## config.mk

```make
export PLATFORM = sky130hd
export DESIGN_NAME = reqc_top
export DESIGN_NICKNAME = d
export VERILOG_FILES = /design/src/reqc_pkg.sv /design/src/reqc_sync.sv /design/src/reqc_strap.sv /design/src/reqc_top.sv
export SDC_FILE = /design/constraint.sdc
export NUM_CORES = 1
export LEC_CHECK = 0
export ABC_AREA = 1
export ABC_CLOCK_PERIOD_IN_PS = 2300
export BUFFER_PORTS_ARGS = -buffer_cell sky130_fd_sc_hd__buf_4
export CORE_UTILIZATION = 48
export DETAILED_ROUTE_END_ITERATION = 16
export PLACE_DENSITY = 0.61
export SYNTH_ARGS = -nofsm -noshare
export SYNTH_HDL_FRONTEND = slang
export SYNTH_SLANG_ARGS = --single-unit
```

## constraint.sdc

```tcl
create_clock -name clk -period 2.3 [get_ports clk]
set_input_delay 0.115 -clock clk [delete_from_list [all_inputs] [get_ports clk]]
set_output_delay 0.115 -clock clk [all_outputs]
set_load 0.02 [all_outputs]
```

## src/reqc_pkg.sv

```systemverilog
// Purpose: shared constants and types for the redriver configuration bank
// Assumes: 50 MHz core clock; serial target pins sampled through synchronisers
// Notes:   strap pads deliver a resolved level code per pin
package reqc_pkg;

  // register offsets
  localparam logic [7:0] GEN_OFS      = 8'h0a;
  localparam logic [7:0] EQ_OFS       = 8'h20;
  localparam logic [7:0] PTR_RST      = 8'h00;

  // edges after release before the strap synchronisers hold pin levels
  localparam logic [1:0] STRAP_WAIT   = 2'h2;

  // values after reset
  localparam logic [7:0] GEN_RST      = 8'h01;
  localparam logic [7:0] EQ_RST       = 8'h00;

  // general register access masks
  localparam logic [7:0] GEN_RW_MASK  = 8'h1f;
  localparam logic [7:0] GEN_SET_MASK = 8'h00;
  localparam logic [7:0] GEN_CLR_MASK = 8'h00;
  localparam logic [7:0] GEN_RO_MASK  = 8'he0;

  // equalization register access masks
  localparam logic [7:0] EQ_RW_MASK   = 8'hff;
  localparam logic [7:0] EQ_SET_MASK  = 8'h00;
  localparam logic [7:0] EQ_CLR_MASK  = 8'h00;

  // general register field positions
  localparam int         LANE_BIT     = 0;
  localparam int         FLIP_BIT     = 2;
  localparam int         EQSRC_BIT    = 4;

  // strap level codes from the pad
  localparam logic [1:0] LVL_LOW      = 2'h0;
  localparam logic [1:0] LVL_FLOAT    = 2'h1;

  // target address = base + 3 * high index + low index
  localparam logic [6:0] ADDR_BASE    = 7'h0e;
  localparam logic [2:0] BIT_LAST     = 3'h7;

  // serial target states
  typedef enum logic [2:0] {
    ST_IDLE     = 3'b000,
    ST_ADDR     = 3'b001,
    ST_ACK_PEND = 3'b010,
    ST_ACK      = 3'b011,
    ST_WR_BYTE  = 3'b100,
    ST_RD_BYTE  = 3'b101,
    ST_RD_ACK   = 3'b110
  } reqc_state_t;

  // merge a write into a register by field access type
  function automatic logic [7:0] reqc_wmerge(input logic [7:0] old_v, input logic [7:0] wr,
                                             input logic [7:0] rw_m, input logic [7:0] set_m,
                                             input logic [7:0] clr_m);
    reqc_wmerge = ((old_v & ~rw_m) | (wr & rw_m) | (wr & set_m)) & ~(wr & clr_m);
  endfunction

endpackage

```

## src/reqc_sync.sv

```systemverilog
// Purpose: two-flop synchroniser for pin inputs
// Assumes: inputs are asynchronous to clk
// Notes:   first stage is read only by the second stage
module reqc_sync
  import reqc_pkg::*;
#(
  parameter int W = 1
) (
  // clock and reset
  input  wire logic         clk,
  input  wire logic         rst_n,
  // pin side
  input  wire logic [W-1:0] async_i,
  // core side
  output logic      [W-1:0] sync_o
);

  typedef struct packed {
    logic [W-1:0] meta; // first stage, may go metastable
    logic [W-1:0] safe; // second stage, used by logic
  } reqc_sync_s_t;

  reqc_sync_s_t s_q;
  reqc_sync_s_t s_d;

  // shift the pins along the chain
  always_comb begin
    s_d      = s_q;
    s_d.meta = async_i;
    s_d.safe = s_q.meta;
  end

  // state register
  always_ff @(posedge clk or negedge rst_n) begin
    if (!rst_n) begin
      s_q <= '0;
    end else begin
      s_q <= s_d;
    end
  end

  assign sync_o = s_q.safe;

endmodule

```

## src/reqc_strap.sv

```systemverilog
// Purpose: catch strap levels once after reset and derive address and eq
// Assumes: strap inputs are already synchronised
// Notes:   straps are read once; later pin changes are ignored until reset
module reqc_strap
  import reqc_pkg::*;
(
  // clock and reset
  input  wire logic       clk,
  input  wire logic       rst_n,
  // synchronised strap codes
  input  wire logic [1:0] addr_strap_high,
  input  wire logic [1:0] addr_strap_low,
  input  wire logic [3:0] rx_eq_strap_pins,
  // captured results
  output logic      [6:0] dev_addr,
  output logic      [3:0] eq_strap,
  output logic            strap_done
);

  typedef struct packed {
    logic       done;  // capture has happened
    logic [1:0] wait_n; // edges since release, while the sync chain fills
    logic [6:0] addr;  // decoded target address
    logic [3:0] eq;    // sampled equalization code
  } reqc_strap_s_t;

  reqc_strap_s_t s_q;
  reqc_strap_s_t s_d;

  // map a pad level code to a 0..2 index
  function automatic logic [6:0] lvl_idx(input logic [1:0] c);
    if (c == LVL_LOW) begin
      lvl_idx = 7'h00;
    end else if (c == LVL_FLOAT) begin
      lvl_idx = 7'h01;
    end else begin
      lvl_idx = 7'h02;
    end
  endfunction

  // capture once the sync chain holds pin levels, then hold
  always_comb begin
    s_d = s_q;
    if (!s_q.done) begin
      if (s_q.wait_n != STRAP_WAIT) begin
        // the synchronisers still show their reset zeros; capturing now would read low straps
        s_d.wait_n = s_q.wait_n + 2'h1;
      end else begin
        s_d.done = 1'b1;
        s_d.addr = ADDR_BASE + 7'(3 * lvl_idx(addr_strap_high)) + lvl_idx(addr_strap_low);
        s_d.eq   = rx_eq_strap_pins;
      end
    end
  end

  // state register
  always_ff @(posedge clk or negedge rst_n) begin
    if (!rst_n) begin
      s_q <= '0;
    end else begin
      s_q <= s_d;
    end
  end

  assign dev_addr   = s_q.addr;
  assign eq_strap   = s_q.eq;
  assign strap_done = s_q.done;

endmodule

```

## src/reqc_top.sv

```systemverilog
// Purpose: configuration register bank of the redriver mux behind a serial target port
// Assumes: controller does not stretch clock; pads resolve strap levels to codes
// Notes:   open-drain data pin; core samples both bus lines at 50 MHz
//
// Contract
// - floating straps give target address 0x12
// - strap levels select the target address
// - software sets each receiver eq independently
// - set fields: one sets, zero ignored
// - clear fields: one clears, zero ignored
// - hardware-updated fields read current value
// - general reg at 0x0a, reset 0x01
// - bit 4 chooses strap or register eq
// - bit 2 selects flipped orientation
// - bit 0 enables all lanes
// - 0x20 bits 7:4 receiver two eq
// - 0x20 bits 3:0 receiver one eq
// - reads start at offset zero after power-up
// - pointer advances after every read byte
module reqc_top
  import reqc_pkg::*;
(
  // clock and reset
  input  wire logic       clk,
  input  wire logic       rst_n,
  // serial target pins
  input  wire logic       scl_i,
  input  wire logic       sda_i,
  output logic            sda_o,
  output logic            sda_oe,
  // strap pins as pad level codes
  input  wire logic [1:0] addr_strap_high,
  input  wire logic [1:0] addr_strap_low,
  input  wire logic [3:0] rx_eq_strap_pins,
  // controls to the analog lanes
  output logic            lane_enable,
  output logic            flip_select,
  output logic            eq_source_select,
  output logic      [3:0] rx1_eq_level,
  output logic      [3:0] rx2_eq_level
);

  // synchronised pins and captured strap results
  logic       scl;        // bus clock line
  logic       sda;        // bus data line
  logic [1:0] strap_hi_s; // address strap, high pin
  logic [1:0] strap_lo_s; // address strap, low pin
  logic [3:0] eq_pins_s;  // equalization straps
  logic [6:0] dev_addr;   // our target address
  logic [3:0] eq_strap;   // captured eq code
  logic       strap_done; // straps valid

  // all pins pass two flops before use
  reqc_sync #(.W(10)) i_reqc_sync (
    .clk     (clk),
    .rst_n   (rst_n),
    .async_i ({scl_i, sda_i, addr_strap_high, addr_strap_low, rx_eq_strap_pins}),
    .sync_o  ({scl, sda, strap_hi_s, strap_lo_s, eq_pins_s})
  );

  // strap capture and address decode
  reqc_strap i_reqc_strap (
    .clk              (clk),
    .rst_n            (rst_n),
    .addr_strap_high  (strap_hi_s),
    .addr_strap_low   (strap_lo_s),
    .rx_eq_strap_pins (eq_pins_s),
    .dev_addr         (dev_addr),
    .eq_strap         (eq_strap),
    .strap_done       (strap_done)
  );

  typedef struct packed {
    reqc_state_t st;    // target state
    logic        scl_p; // bus clock last cycle
    logic        sda_p; // bus data last cycle
    logic [7:0]  sh;    // receive shifter
    logic [7:0]  tx;    // transmit shifter
    logic [2:0]  cnt;   // bit count within byte
    logic [7:0]  ptr;   // register pointer
    logic        first; // next written byte is the offset
    logic        rw;    // read transfer
    logic        ack;   // controller acked last read byte
    logic [7:0]  gen;   // general control register
    logic [7:0]  eq;    // rx equalization select register
    logic        oe;    // pulling the data line low
  } reqc_top_s_t;

  reqc_top_s_t s_q;
  reqc_top_s_t s_d;

  // bus events and helpers
  logic       scl_rise; // clock rising
  logic       scl_fall; // clock falling
  logic       start_c;  // start or repeated start
  logic       stop_c;   // stop condition
  logic [7:0] sh_n;     // shifter with the new bit

  // read data by offset; unmapped reads return zero
  function automatic logic [7:0] rd_val(input logic [7:0] ofs, input logic [7:0] g, input logic [7:0] e);
    if (ofs == GEN_OFS) begin
      rd_val = g & ~GEN_RO_MASK;
    end else if (ofs == EQ_OFS) begin
      rd_val = e;
    end else begin
      rd_val = 8'h00;
    end
  endfunction

  // next state: bus decode, byte engine, register file
  always_comb begin
    s_d      = s_q;
    scl_rise = scl & ~s_q.scl_p;
    scl_fall = ~scl & s_q.scl_p;
    start_c  = scl & s_q.scl_p & s_q.sda_p & ~sda;
    stop_c   = scl & s_q.scl_p & ~s_q.sda_p & sda;
    sh_n     = {s_q.sh[6:0], sda};
    s_d.scl_p = scl;
    s_d.sda_p = sda;
    // eq follows straps while not overridden
    if (!s_q.gen[EQSRC_BIT]) begin
      s_d.eq = {eq_strap, eq_strap};
    end
    // start and stop win over the byte engine; straps must be valid first
    if (start_c && strap_done) begin
      s_d.st    = ST_ADDR;
      s_d.cnt   = 3'h0;
      s_d.first = 1'b1;
    end else if (stop_c) begin
      s_d.st = ST_IDLE;
    end else begin
      unique case (s_q.st)
        ST_IDLE: begin
          // wait for a start
        end
        ST_ADDR: begin
          if (scl_rise) begin
            s_d.sh  = sh_n;
            s_d.cnt = s_q.cnt + 3'h1;
            if (s_q.cnt == BIT_LAST) begin
              if (sh_n[7:1] == dev_addr) begin
                s_d.rw = sh_n[0];
                s_d.st = ST_ACK_PEND;
              end else begin
                s_d.st = ST_IDLE;
              end
            end
          end
        end
        ST_ACK_PEND: begin
          // hold the line until clock is low before acking
          if (scl_fall) begin
            s_d.st = ST_ACK;
          end
        end
        ST_ACK: begin
          if (scl_fall) begin
            s_d.cnt = 3'h0;
            if (s_q.rw) begin
              // pointer is zero after reset; each read byte steps it on
              s_d.tx = rd_val(s_q.ptr, s_q.gen, s_q.eq);
              s_d.st = ST_RD_BYTE;
            end else begin
              s_d.st = ST_WR_BYTE;
            end
          end
        end
        ST_WR_BYTE: begin
          if (scl_rise) begin
            s_d.sh  = sh_n;
            s_d.cnt = s_q.cnt + 3'h1;
            if (s_q.cnt == BIT_LAST) begin
              s_d.first = 1'b0;
              s_d.st    = ST_ACK_PEND;
              if (s_q.first) begin
                s_d.ptr = sh_n;
              end else begin
                s_d.ptr = s_q.ptr + 8'h01;
                if (s_q.ptr == GEN_OFS) begin
                  s_d.gen = reqc_wmerge(s_q.gen, sh_n, GEN_RW_MASK, GEN_SET_MASK, GEN_CLR_MASK);
                end else if (s_q.ptr == EQ_OFS && s_q.gen[EQSRC_BIT]) begin
                  s_d.eq = reqc_wmerge(s_q.eq, sh_n, EQ_RW_MASK, EQ_SET_MASK, EQ_CLR_MASK);
                end
              end
            end
          end
        end
        ST_RD_BYTE: begin
          // each fall ends one bit; eight falls end the byte
          if (scl_fall) begin
            s_d.tx  = {s_q.tx[6:0], 1'b0};
            s_d.cnt = s_q.cnt + 3'h1;
            if (s_q.cnt == BIT_LAST) begin
              s_d.ptr = s_q.ptr + 8'h01;
              s_d.st  = ST_RD_ACK;
            end
          end
        end
        ST_RD_ACK: begin
          if (scl_rise) begin
            s_d.ack = ~sda;
          end
          if (scl_fall) begin
            if (s_q.ack) begin
              s_d.cnt = 3'h0;
              s_d.tx  = rd_val(s_q.ptr, s_q.gen, s_q.eq);
              s_d.st  = ST_RD_BYTE;
            end else begin
              // a nack ends data; wait for stop or start
              s_d.st = ST_IDLE;
            end
          end
        end
        default: begin
          s_d.st = ST_IDLE;
        end
      endcase
    end
    // drive low only for an ack or a zero data bit
    s_d.oe = (s_d.st == ST_ACK) || (s_d.st == ST_RD_BYTE && !s_d.tx[7]);
  end

  // state register
  always_ff @(posedge clk or negedge rst_n) begin
    if (!rst_n) begin
      s_q       <= '0;
      s_q.st    <= ST_IDLE;
      s_q.scl_p <= 1'b1;
      s_q.sda_p <= 1'b1;
      s_q.ptr   <= PTR_RST;
      s_q.gen   <= GEN_RST;
      s_q.eq    <= EQ_RST;
    end else begin
      s_q <= s_d;
    end
  end

  // open drain: only ever pull low
  assign sda_o            = 1'b0;
  assign sda_oe           = s_q.oe;
  assign lane_enable      = s_q.gen[LANE_BIT];
  assign flip_select      = s_q.gen[FLIP_BIT];
  assign eq_source_select = s_q.gen[EQSRC_BIT];
  assign rx2_eq_level     = s_q.eq[7:4];
  assign rx1_eq_level     = s_q.eq[3:0];
endmodule

```

Word-level counts from Yosys, hierarchy flattened
Index checks and enable logic that the tools add are counted.
{ "totals": {"wordCells": 160, "reg_bits": 86, "in_bits": 12, "out_inout_bits": 13} }
{ "op_classes": {"n_bitwise": 17, "mux": 62, "add_sub_neg": 5, "n_eq_ne": 30, "reduce_logical": 25, "mul": 1} }
{ "ops": {"columns": ["operator", "count"], "rows": [
  ["2-to-1 mux 8 bit", 11],
  ["2-to-1 mux 16 bit", 4],
  ["2-to-1 mux 11 bit", 4],
  ["2-to-1 mux 3 bit", 14],
  ["2-to-1 mux 7 bit", 6],
  ["2-to-1 mux 38 bit", 1],
  ["one-hot mux 8 bit (3 select lines)", 1],
  ["one-hot mux 3 bit (7 select lines)", 1],
  ["2-to-1 mux 19 bit", 1],
  ["inequality test 2 bit (second input constant)", 9],
  ["inequality test 3 bit (second input constant)", 6],
  ["one-hot mux 8 bit (2 select lines)", 1],
  ["AND reduction 8 bit", 2],
  ["equality test 3 bit (second input constant)", 5],
  ["one-hot mux 3 bit (5 select lines)", 1],
  ["2-to-1 mux 14 bit", 1],
  ["AND reduction 7 bit", 2],
  ["2-to-1 mux 12 bit", 1],
  ["AND reduction 4 bit", 3],
  ["2-to-1 mux 1 bit", 10],
  ["equality test 3 x 2 -> 1 bit (second input constant)", 3],
  ["2-to-1 mux 9 bit", 1],
  ["NOT 1 bit", 9],
  ["adder 8 x 1 -> 8 bit (second input constant)", 1],
  ["other kinds (25)", 42]
]} }

Depth between registers and ports, before layout
Gate-level depths: netlist (run 1).
{ "logic_depth": {"word_depth": 13, "depth_mapped": 11, "ltp_nobuf": 11} }

By module
Synthesis (run 1) repeated with hierarchy kept, for this count alone.
{ "unflattened": {"cells_unflattened": 506, "hier_area_um2": 4072.7} }
{ "modules_own_cells": {"columns": ["mod", "cells_per_inst", "seq_area_each_um2", "area_each_um2", "instances"], "rows": [
  ["reqc_top", 411, 1204.9, 2925.3, 1],
  ["reqc_strap", 75, 300.3, 646.9, 1],
  ["reqc_sync", 20, 500.5, 500.5, 1]
]} }

Worst setup path before layout (run 1)
No wires, ideal clock.
{ "synth_path": {"path_type": "reg2reg", "from": "register s_q[28] in the netlist's numbering", "to": "register s_q (netlist bit rx1_eq_level[0])", "synth_period_minus_slack_ps": 1634, "setup_ps": 117, "arrival_time_ps": 1517, "stages_incl_launch_ff": 11, "path_buffers": 1, "required_ps": 2183, "setup_slack_ps": 666, "cell_sequence": "dfrtp_1 > ha_1 > ha_1 > inv_1 > nor2_1 > nand2_1 > inv_2 > nand4_4 > buf_6 > o21ai_1 > inv_1"} }
{ "synth_lines": {"columns": ["element", "line", "rtl"], "rows": [
  ["from (decl)", "reqc_top.sv:89", "reqc_top_s_t s_q;"]
]} }

==> results of run 1 <==
[sequential cells by signal, indices dropped and copies added (netlist names)]
name / flops
i_reqc_strap.dev_addr: 5
rx1_eq_level: 4
lane_enable: 1
i_reqc_sync.sync_o: 10
sda_oe: 1
i_reqc_strap.s_q: 2
i_reqc_strap.strap_done: 1
eq_source_select: 1
i_reqc_strap.eq_strap: 4
i_reqc_sync.s_d: 10
flip_select: 1
rx2_eq_level: 4
s_q: 36
[power groups by stage]
stage               combinational, mW  clock, mW  sequential, mW
finish                          0.581       1.10            1.69
CTS                             0.586       1.12            1.69
global route                    0.678       1.19            1.71
floorplan                       0.423          0            1.67
detailed placement              0.569          0            1.72
global placement                0.558          0            1.71
[worst min-delay path by stage]
| stage | startpoint | to | slack, ps | cells after the start |
|---|---|---|---|---|
| global route | rst_n | s_q[33] | 320 | 2 |
| CTS | rst_n | s_q[33] | 280 | 2 |
| detailed placement | rst_n | s_q[36] | 130 | 1 |
| global placement | rst_n | s_q[34] | 130 | 1 |
| finish | rst_n | s_q[33] | 270 | 2 |
| floorplan | rst_n | eq_source_select | -180 | 0 |
[critical path, stage by stage, from the launching register on]
cell	delay [ps]
dfrtp_1	380
ha_1	160
ha_1	250
inv_1	90
nor2_1	250
nand2_1	170
inv_2	120
nand4_4	200
o21ai_1	200
inv_1	60
[routing by layer]
layer | global-route usage [%] | vias to the layer above | routed length, um
li1 | - | 1567 | -
met1 | 30.6 | 1457 | 4150
met2 | 34.6 | 65 | 3930
met3 | 3.78 | 13 | 265
met4 | 10.0 | 0 | 167
met5 | 0 | - | 0
[repair_timing]
item | in CTS | in global routing
setup buffers | 0 | 0
hold buffers | 11 | 0
endpoints found under the hold margin | 48 | 0
endpoints found under the setup margin | 0 | 0
[per-stage QoR]
step / cell area [sq um] / hold slack, ps / total power, mW / instances / util, %
6_report: 4500 / 268 / 3.37 / 608 / 57.4
5_1_grt: 4500 / 320 / 3.58 / 608 / 57.4
4_1_cts: 4500 / 282 / 3.40 / 608 / 57.4
3_5_place_dp: 4180 / 128 / 2.29 / 581 / 53.3
3_3_place_gp: 4180 / 126 / 2.27 / 581 / 53.3
2_1_floorplan: 3950 / -181 / 2.09 / 467 / -
[area by class of cell]
cell class / instances / area (sq um)
Timing Repair Buffer: 38 / 325
Fill cell: 758 / 3350
Tap cell: 102 / 128
Clock buffer: 10 / 138
Clock inverter: 6 / 72.6
Inverter: 70 / 268
Multi-Input combinational cell: 302 / 1570
Sequential cell: 80 / 2010
[cell usage in the layout, fill, tap and decap left out, types with 2 or more instances in the layout]
| cell | Yosys | final |
|---|---|---|
| inv_6 | 0 | 2 |
| nand2_1 | 92 | 92 |
| clkinv_4 | 1 | 2 |
| o22ai_1 | 2 | 2 |
| dfstp_2 | 3 | 3 |
| nor2_2 | 7 | 7 |
| nand3_1 | 29 | 29 |
| nor2_1 | 49 | 49 |
| buf_4 | 9 | 26 |
| inv_2 | 4 | 4 |
| nand4_1 | 2 | 2 |
| dlygate4sd3_1 | 0 | 11 |
| a21oi_1 | 29 | 29 |
| o21ai_0 | 47 | 47 |
| dfrtp_1 | 77 | 77 |
| inv_1 | 65 | 65 |
| o21ai_2 | 2 | 2 |
| clkbuf_8 | 0 | 10 |
| ha_1 | 7 | 7 |
| o211ai_1 | 4 | 4 |
| nand3b_1 | 2 | 2 |
| nand3_4 | 2 | 2 |
| xnor2_1 | 3 | 3 |
| nor2_4 | 2 | 2 |
| a22oi_1 | 3 | 3 |
| o21ai_1 | 8 | 8 |
[logic make-up (layout without fill, tap and decap cells)]
logic type | count (synthesis) | count (layout) | synth area share (%)
simple gates | 190 | 190 | 22.1
compound gates | 99 | 99 | 13.9
buf+inv | 85 | 124 | 9.48
flops | 80 | 80 | 50.8
fa+ha+maj | 8 | 8 | 2.73
xor+xnor | 4 | 4 | 0.888
other cells | 1 | 1 | 0.0951
==> results.toml, run 1 <==
[run_status]
status = "finished clean"

[routing]
routed-via-count = 3102
via_per_inst = 5.10
wire_per_inst_um = 14.0
routed_wl_um = 8510
drt_iter0_drc = 172
ant_nets = 0
dr.pass1.iters = 4
drc_errors = 0

[power_and_ir_drop]
max-vdd-ir-drop_uv = 474
comb_power_share_pct = 17.2
p_seq_share_pct = 50.1
internal_power_mw = 2.32
p_leak_nw = 2.17
clockPowerShare_pct = 32.6
switching_power_mw = 1.05
swShare_pct = 31.2
p_per_area_nw_per_um2 = 749

[setup_path]
cp_max_fo = 16
r2r.worst_path.cells = 9
startpoint = "s_q[28]"
end_kind = "flip-flop"
cp_data_arrival_time_ps = 2220
required_ps = 2550
rr_endpoint = "rx2_eq_level[2]"
cp-start-kind = "flip-flop"
worstSetupEndpoint = "rx2_eq_level[2]"
r2r-start = "s_q[28]"
ff2ff_setup_slack_ps = 320
crit_type = "flip-flop to flip-flop"

[final_layout]
drive_gt1_share_pct = 13.8
n_antenna_cell = 0
nets = 521
area_delta_synth_final_pct = 14.1

[clock_tree]
cts_made_buffers = 9
cts_max_level = 3
clock_sinks = 80
worstSkewPairLatency_ps = 360
clockBufferDepth = 2
clk_pin_slew_ps = 90
cts_root_buf = "clkbuf_8"
cts-resized-gates = 0
cts_tree = "built"

[sta]
slew_headroom_pct = 63.9
finalCritPeriodShare_pct = 86.0
max_freq_ghz = 0.506
tns_ps = 0
skew_ps = 10.0
setup_ws_ps = 323
finalCriticalPeriod_ps = 1980
slew_violations = 0
setup_violations = 0
hold_viol_final = 0
worst_slew_pin_slew_ps = 542
rsz0062_at_grt = "no"

[die]
die_w_um = 92.7
ios = 25
start_util_pct = 50.3
die_y_um = 92.7
core-area_sq_um = 7850
die_area_sq_um = 8580
num_rows = 32

[placed_design]
dpl.hpwl_um = 6240
place_congestion = 0.895
place.port_buffers = 23
pre_cts_slack_ps = 317

[logic_synthesis]
synth.area.top_cells = "dfrtp_1 (49%), nand2_1 (8.8%), inv_1 (6.2%)"
synthArstFlopShare_pct = 100
ys_ff_latch = 80
synthFlopType = "dfrtp_1"
synth_edf_count = 0
synth_warnings = 0
synth_common_cells = "nand2_1 (92), dfrtp_1 (77), inv_1 (65)"
synth_top_area_share_pct = 48.8
synth_area_leader_cell = "dfrtp_1"
netlist_area_sq_um = 3950
synth_cell_types = 38
syn_area_per_cell_sq_um = 8.45
synth_nets = 487
syn_inst = 467
ys_seq_area_share_pct = 50.8
yosysMostFrequentCell = "nand2_1"

[min_path]
hp-class = "primary input to asynchronous set/reset pin"

[global_routing]
grt_overflow_total = 0
track_usage_pct = 22.3
grt_antenna_before_repair = 0
grt_pass1_vias = 2915
grt_max_degree = 43
grt_pass1_wl_um = 14600

[run]
max-cap-violations = 0
Power figures use the tool's default switching activity.
==> run 2: changes to the inputs <==
- ABC_AREA: 1 -> default
- CELL_PAD_IN_SITES_DETAIL_PLACEMENT: default -> 1
- CELL_PAD_IN_SITES_GLOBAL_PLACEMENT: default -> 2
- CORE_UTILIZATION: 48 -> 40
- PLACE_DENSITY: 0.61 -> 0.75
==> results.toml, run 2 <==
[final_layout]
seqCellArea_sq_um = 2010
multi_input_area_sq_um = 1610
drive_gt1_share_pct = 19.2
layout.cells.non_filler = 524
final_cell_mix = "dfrtp_1 (77), nand2_1 (42), buf_4 (28)"
final_core_util_pct = 47.2
nets = 410
top_register = "s_q"
final_common_cell = "dfrtp_1"
fillers = 1037
n_antenna_cell = 0
area_delta_synth_final_pct = 13.9
largest_reg_flops = 36
final_area_sq_um = 4380

[sta]
setup_ws_ps = 222
setup_violations = 0
finalCriticalPeriod_ps = 2080
holdWs_ps = 271
slew_violations = 0
max_freq_ghz = 0.481
worst_slew_pin_slew_ps = 583
rsz0062_at_grt = "no"
skew_ps = 11.2
tns_ps = 0
hold_viol_final = 0
finalCritPeriodShare_pct = 90.4
slew_headroom_pct = 60.8

[logic_synthesis]
synth_area_leader_cell = "dfrtp_1"
synth_nets = 384
synthFlopType = "dfrtp_1"
yosysMostFrequentCell = "dfrtp_1"
synthArstFlopShare_pct = 100
synth.area.top_cells = "dfrtp_1 (50%), mux2_2 (4.1%), nand2_1 (4.1%)"
synth_cell_types = 58
netlist_area_sq_um = 3850
ys_ff_latch = 80
synth_common_cells = "dfrtp_1 (77), nand2_1 (42), a21oi_1 (27)"
synth_edf_count = 0
syn_inst = 364
syn_area_per_cell_sq_um = 10.6
synth_warnings = 0
synth_top_area_share_pct = 50.1
ys_seq_area_share_pct = 52.1

[placed_design]
pre_cts_slack_ps = 225
place.port_buffers = 23
dp_cells = 497
place_congestion = 0.782
placed_cell_area_sq_um = 4060
dpl.hpwl_um = 6280

[setup_path]
ff2ff_setup_slack_ps = 220
cp_data_arrival_time_ps = 2320
r2r.worst_path.cells = 4
end_kind = "flip-flop"
r2r-start = "s_q[49]"
rr_endpoint = "s_q[18]"
cp_max_fo = 18
crit_type = "flip-flop to flip-flop"
required_ps = 2540
cp-start-kind = "flip-flop"

[die]
ios = 25
die_y_um = 100
core-area_sq_um = 9280
die_w_um = 100
die_area_sq_um = 10000
start_util_pct = 41.4
num_rows = 35

[global_routing]
grt_max_degree = 45
grt_pass1_vias = 2790
grt_antenna_before_repair = 0
grt_overflow_total = 0
grt_pass1_wl_um = 14800
track_usage_pct = 19.4

[clock_tree]
clockBufferDepth = 2
cts_tree = "built"
cts_max_level = 3
worstSkewPairLatency_ps = 350
clock_sinks = 80
cts_made_buffers = 9
cts_root_buf = "clkbuf_8"
clk_pin_slew_ps = 100

[run]
max-cap-violations = 0

[routing]
wire_per_inst_um = 16.8
ant_nets = 0
drt_iter0_drc = 105
routed-via-count = 2724
routed_wl_um = 8810
via_per_inst = 5.20
dr.pass1.iters = 4
drc_errors = 0

[run_status]
status = "finished clean"

[power_and_ir_drop]
max-vdd-ir-drop_uv = 404
finalPower_mw = 2.92
p_leak_nw = 1.94
p_per_area_nw_per_um2 = 667

[min_path]
hp-class = "primary input to asynchronous set/reset pin"
## run 2: routing by layer
| metal | GRT usage (%) | part of all wire, % | vias to the layer above |
|---|---|---|---|
| met5 | 0 | 0 | - |
| met1 | 27.2 | 49 | 1368 |
| li1 | - | - | 1320 |
| met4 | 6.58 | 1.0 | 0 |
| met2 | 31.1 | 48 | 28 |
| met3 | 2.79 | 1.5 | 8 |
## run 2: worst max-delay path by stage
stage,startpoint,end,cells after the start
floorplan,s_q[20],sda_oe,8
global placement,s_q[49],s_q[18],4
detailed placement,s_q[28],s_q[18],5
CTS,s_q[28],s_q[18],5
global route,s_q[50],rx1_eq_level[2],5
finish,s_q[49],s_q[18],4
## run 2: final cells by class
type / count / share of cell area (%)
clock buffer: 9 / 2.83
clock inverter: 7 / 1.91
inverter: 14 / 1.20
multi-input combinational: 245 / 36.8
sequential: 80 / 45.8
tap: 129 / 3.68
timing repair buffer: 40 / 7.77
## run 2: cell families after synthesis
family	share of synthesized area, %
muxes	5.01
other	0.0975
AOI/OAI and AO/OA	15.1
xor gates and xnor gates	1.82
and+or+nand+nor	16.9
adders and majority gates	3.06
buffers and inverters	5.89
DFF	52.1
## run 2: worst max-delay path, cell delays in order (launching register included)
cell and delay [ps]:
dfrtp_1 720, nor2b_1 320, nand2_1 80, nor4_1 450
mux2_2 400
## run 2: where the power goes
| group | switching, mW | internal, mW |
|---|---|---|
| combinational | 0.144 | 0.130 |
| sequential | 0.0678 | 1.48 |
| clock | 0.575 | 0.523 |
| total | 0.787 | 2.14 |
## run 2: what timing repair did
item,4_1_cts,5_1_grt
hold buffers,11,0
buffers inserted,0,0
hold endpoints to repair,45,0
resized for setup,0,0
==> run 3: changes to the inputs <==
- CORE_UTILIZATION: 40 -> 41
- CTS_BUF_LIST: default -> sky130_fd_sc_hd__clkbuf_8
- PLACE_DENSITY: 0.75 -> 0.77
==> results.toml, run 3 (same netlist as run 2, synthesis figures left out) <==
[clock_tree]
worstSkewPairLatency_ps = 350
cts_made_buffers = 9
cts_root_buf = "clkbuf_8"
clockBufferDepth = 2
clock_sinks = 80
cts_tree = "built"
cts-resized-gates = 0
clk_pin_slew_ps = 90
cts_max_level = 3

[sta]
slew_headroom_pct = 31.8
slew_violations = 0
worst_slew_pin_slew_ps = 1020
holdWs_ps = 349
finalCriticalPeriod_ps = 2020
finalCritPeriodShare_pct = 88.0
rsz0062_at_grt = "no"
setup_violations = 0
skew_ps = 6.50
max_freq_ghz = 0.494
hold_viol_final = 0
tns_ps = 0

[final_layout]
top_register = "s_q"
final_common_cell = "dfrtp_1"
fillers = 996
largest_reg_flops = 36
nets = 413
drive_gt1_share_pct = 19.8
layout.cells.non_filler = 506
final_area_sq_um = 4350
final_cell_mix = "dfrtp_1 (77), nand2_1 (42), buf_4 (32)"
area_delta_synth_final_pct = 13.2
n_antenna_cell = 0

[power_and_ir_drop]
p_leak_nw = 1.94
max-vdd-ir-drop_uv = 351
finalPower_mw = 2.87
p_per_area_nw_per_um2 = 659

[die]
ios = 25
die_y_um = 98.9
core-area_sq_um = 8890
die_w_um = 98.9
die_area_sq_um = 9770
start_util_pct = 43.3
num_rows = 34

[routing]
drt_iter0_drc = 117
via_per_inst = 5.49
drc_errors = 0
wire_per_inst_um = 17.5
dr.pass1.iters = 4
ant_nets = 0
routed_wl_um = 8880
routed-via-count = 2779

[global_routing]
track_usage_pct = 20.4
grt_max_degree = 81
grt_pass1_wl_um = 15200
grt_antenna_before_repair = 0
grt_pass1_vias = 2932
grt_overflow_total = 0

[placed_design]
dpl.hpwl_um = 6200
place.port_buffers = 23
dp_cells = 479
placed_cell_area_sq_um = 4050
place_congestion = 0.799

[setup_path]
cp_data_arrival_time_ps = 2250
r2r.worst_path.cells = 7
cp_max_fo = 16
crit_type = "flip-flop to flip-flop"
r2r-start = "s_q[20]"
required_ps = 2520
end_kind = "flip-flop"
startpoint = "s_q[20]"
cp-start-kind = "flip-flop"

[run]
max-cap-violations = 0

[run_status]
status = "finished clean"

[min_path]
hold_path_startpoint = "i_reqc_sync.s_d[9]"
min_path_cells = 0
hp-class = "flip-flop to flip-flop"
-- run 3: where the power goes --
group | internal [mW] | switching (mW)
Combinational | 0.128 | 0.142
Clock | 0.501 | 0.541
Sequential | 1.48 | 0.0732
-- run 3: routing by layer --
layer / up-vias / wire length (um) / global-route usage, %
met5: - / 0 / 0
met4: 0 / 119 / 8.27
met3: 9 / 171 / 2.98
met2: 33 / 4200 / 32.6
met1: 1403 / 4390 / 27.9
li1: 1334 / - / -
-- run 3: worst max-delay path, stage by stage, from the launching register on --
cell and delay [ps]:
dfrtp_1 430, inv_1 110, ha_1 140, and3b_1 320, and2_4 230, nand4b_2 370
nor2_1 230, a21oi_1 60
-- run 3: through the flow --
| step | setup WS [ps] | utilization [%] |
|---|---|---|
| global route | 64.3 | 49.0 |
| detailed placement | 302 | 45.5 |
| global placement | 337 | 45.5 |
| floorplan | 535 | - |
| CTS | 280 | 49.0 |
| finish | 276 | 49.0 |
-- run 3: final timing paths --
path                                       endpoint  slack (ps)
setup / recovery                    rx2_eq_level[0]         280
hold / removal                i_reqc_sync.sync_o[9]         350
setup reg to reg                    rx2_eq_level[0]         280
hold reg to reg               i_reqc_sync.sync_o[9]         350
max in group asynchronous  i_reqc_strap.dev_addr[1]        1160
min in group asynchronous                   s_q[17]         430
-- run 3: what timing repair did --
item                      in CTS  in global routing
buffers inserted               0                  0
hold endpoints to repair      87                  0
hold buffers                  11                  0
-- run 3: area by class of cell --
cell class | instances | area (sq um) | share of cell area (%)
repair buffers | 43 | 350 | 8.05
multi-input cells | 245 | 1610 | 37.1
clock inverters | 7 | 71.3 | 1.64
well taps | 108 | 135 | 3.10
clock buffers | 9 | 124 | 2.85
flip-flops and latches | 80 | 2010 | 46.1
inverters | 14 | 52.6 | 1.21
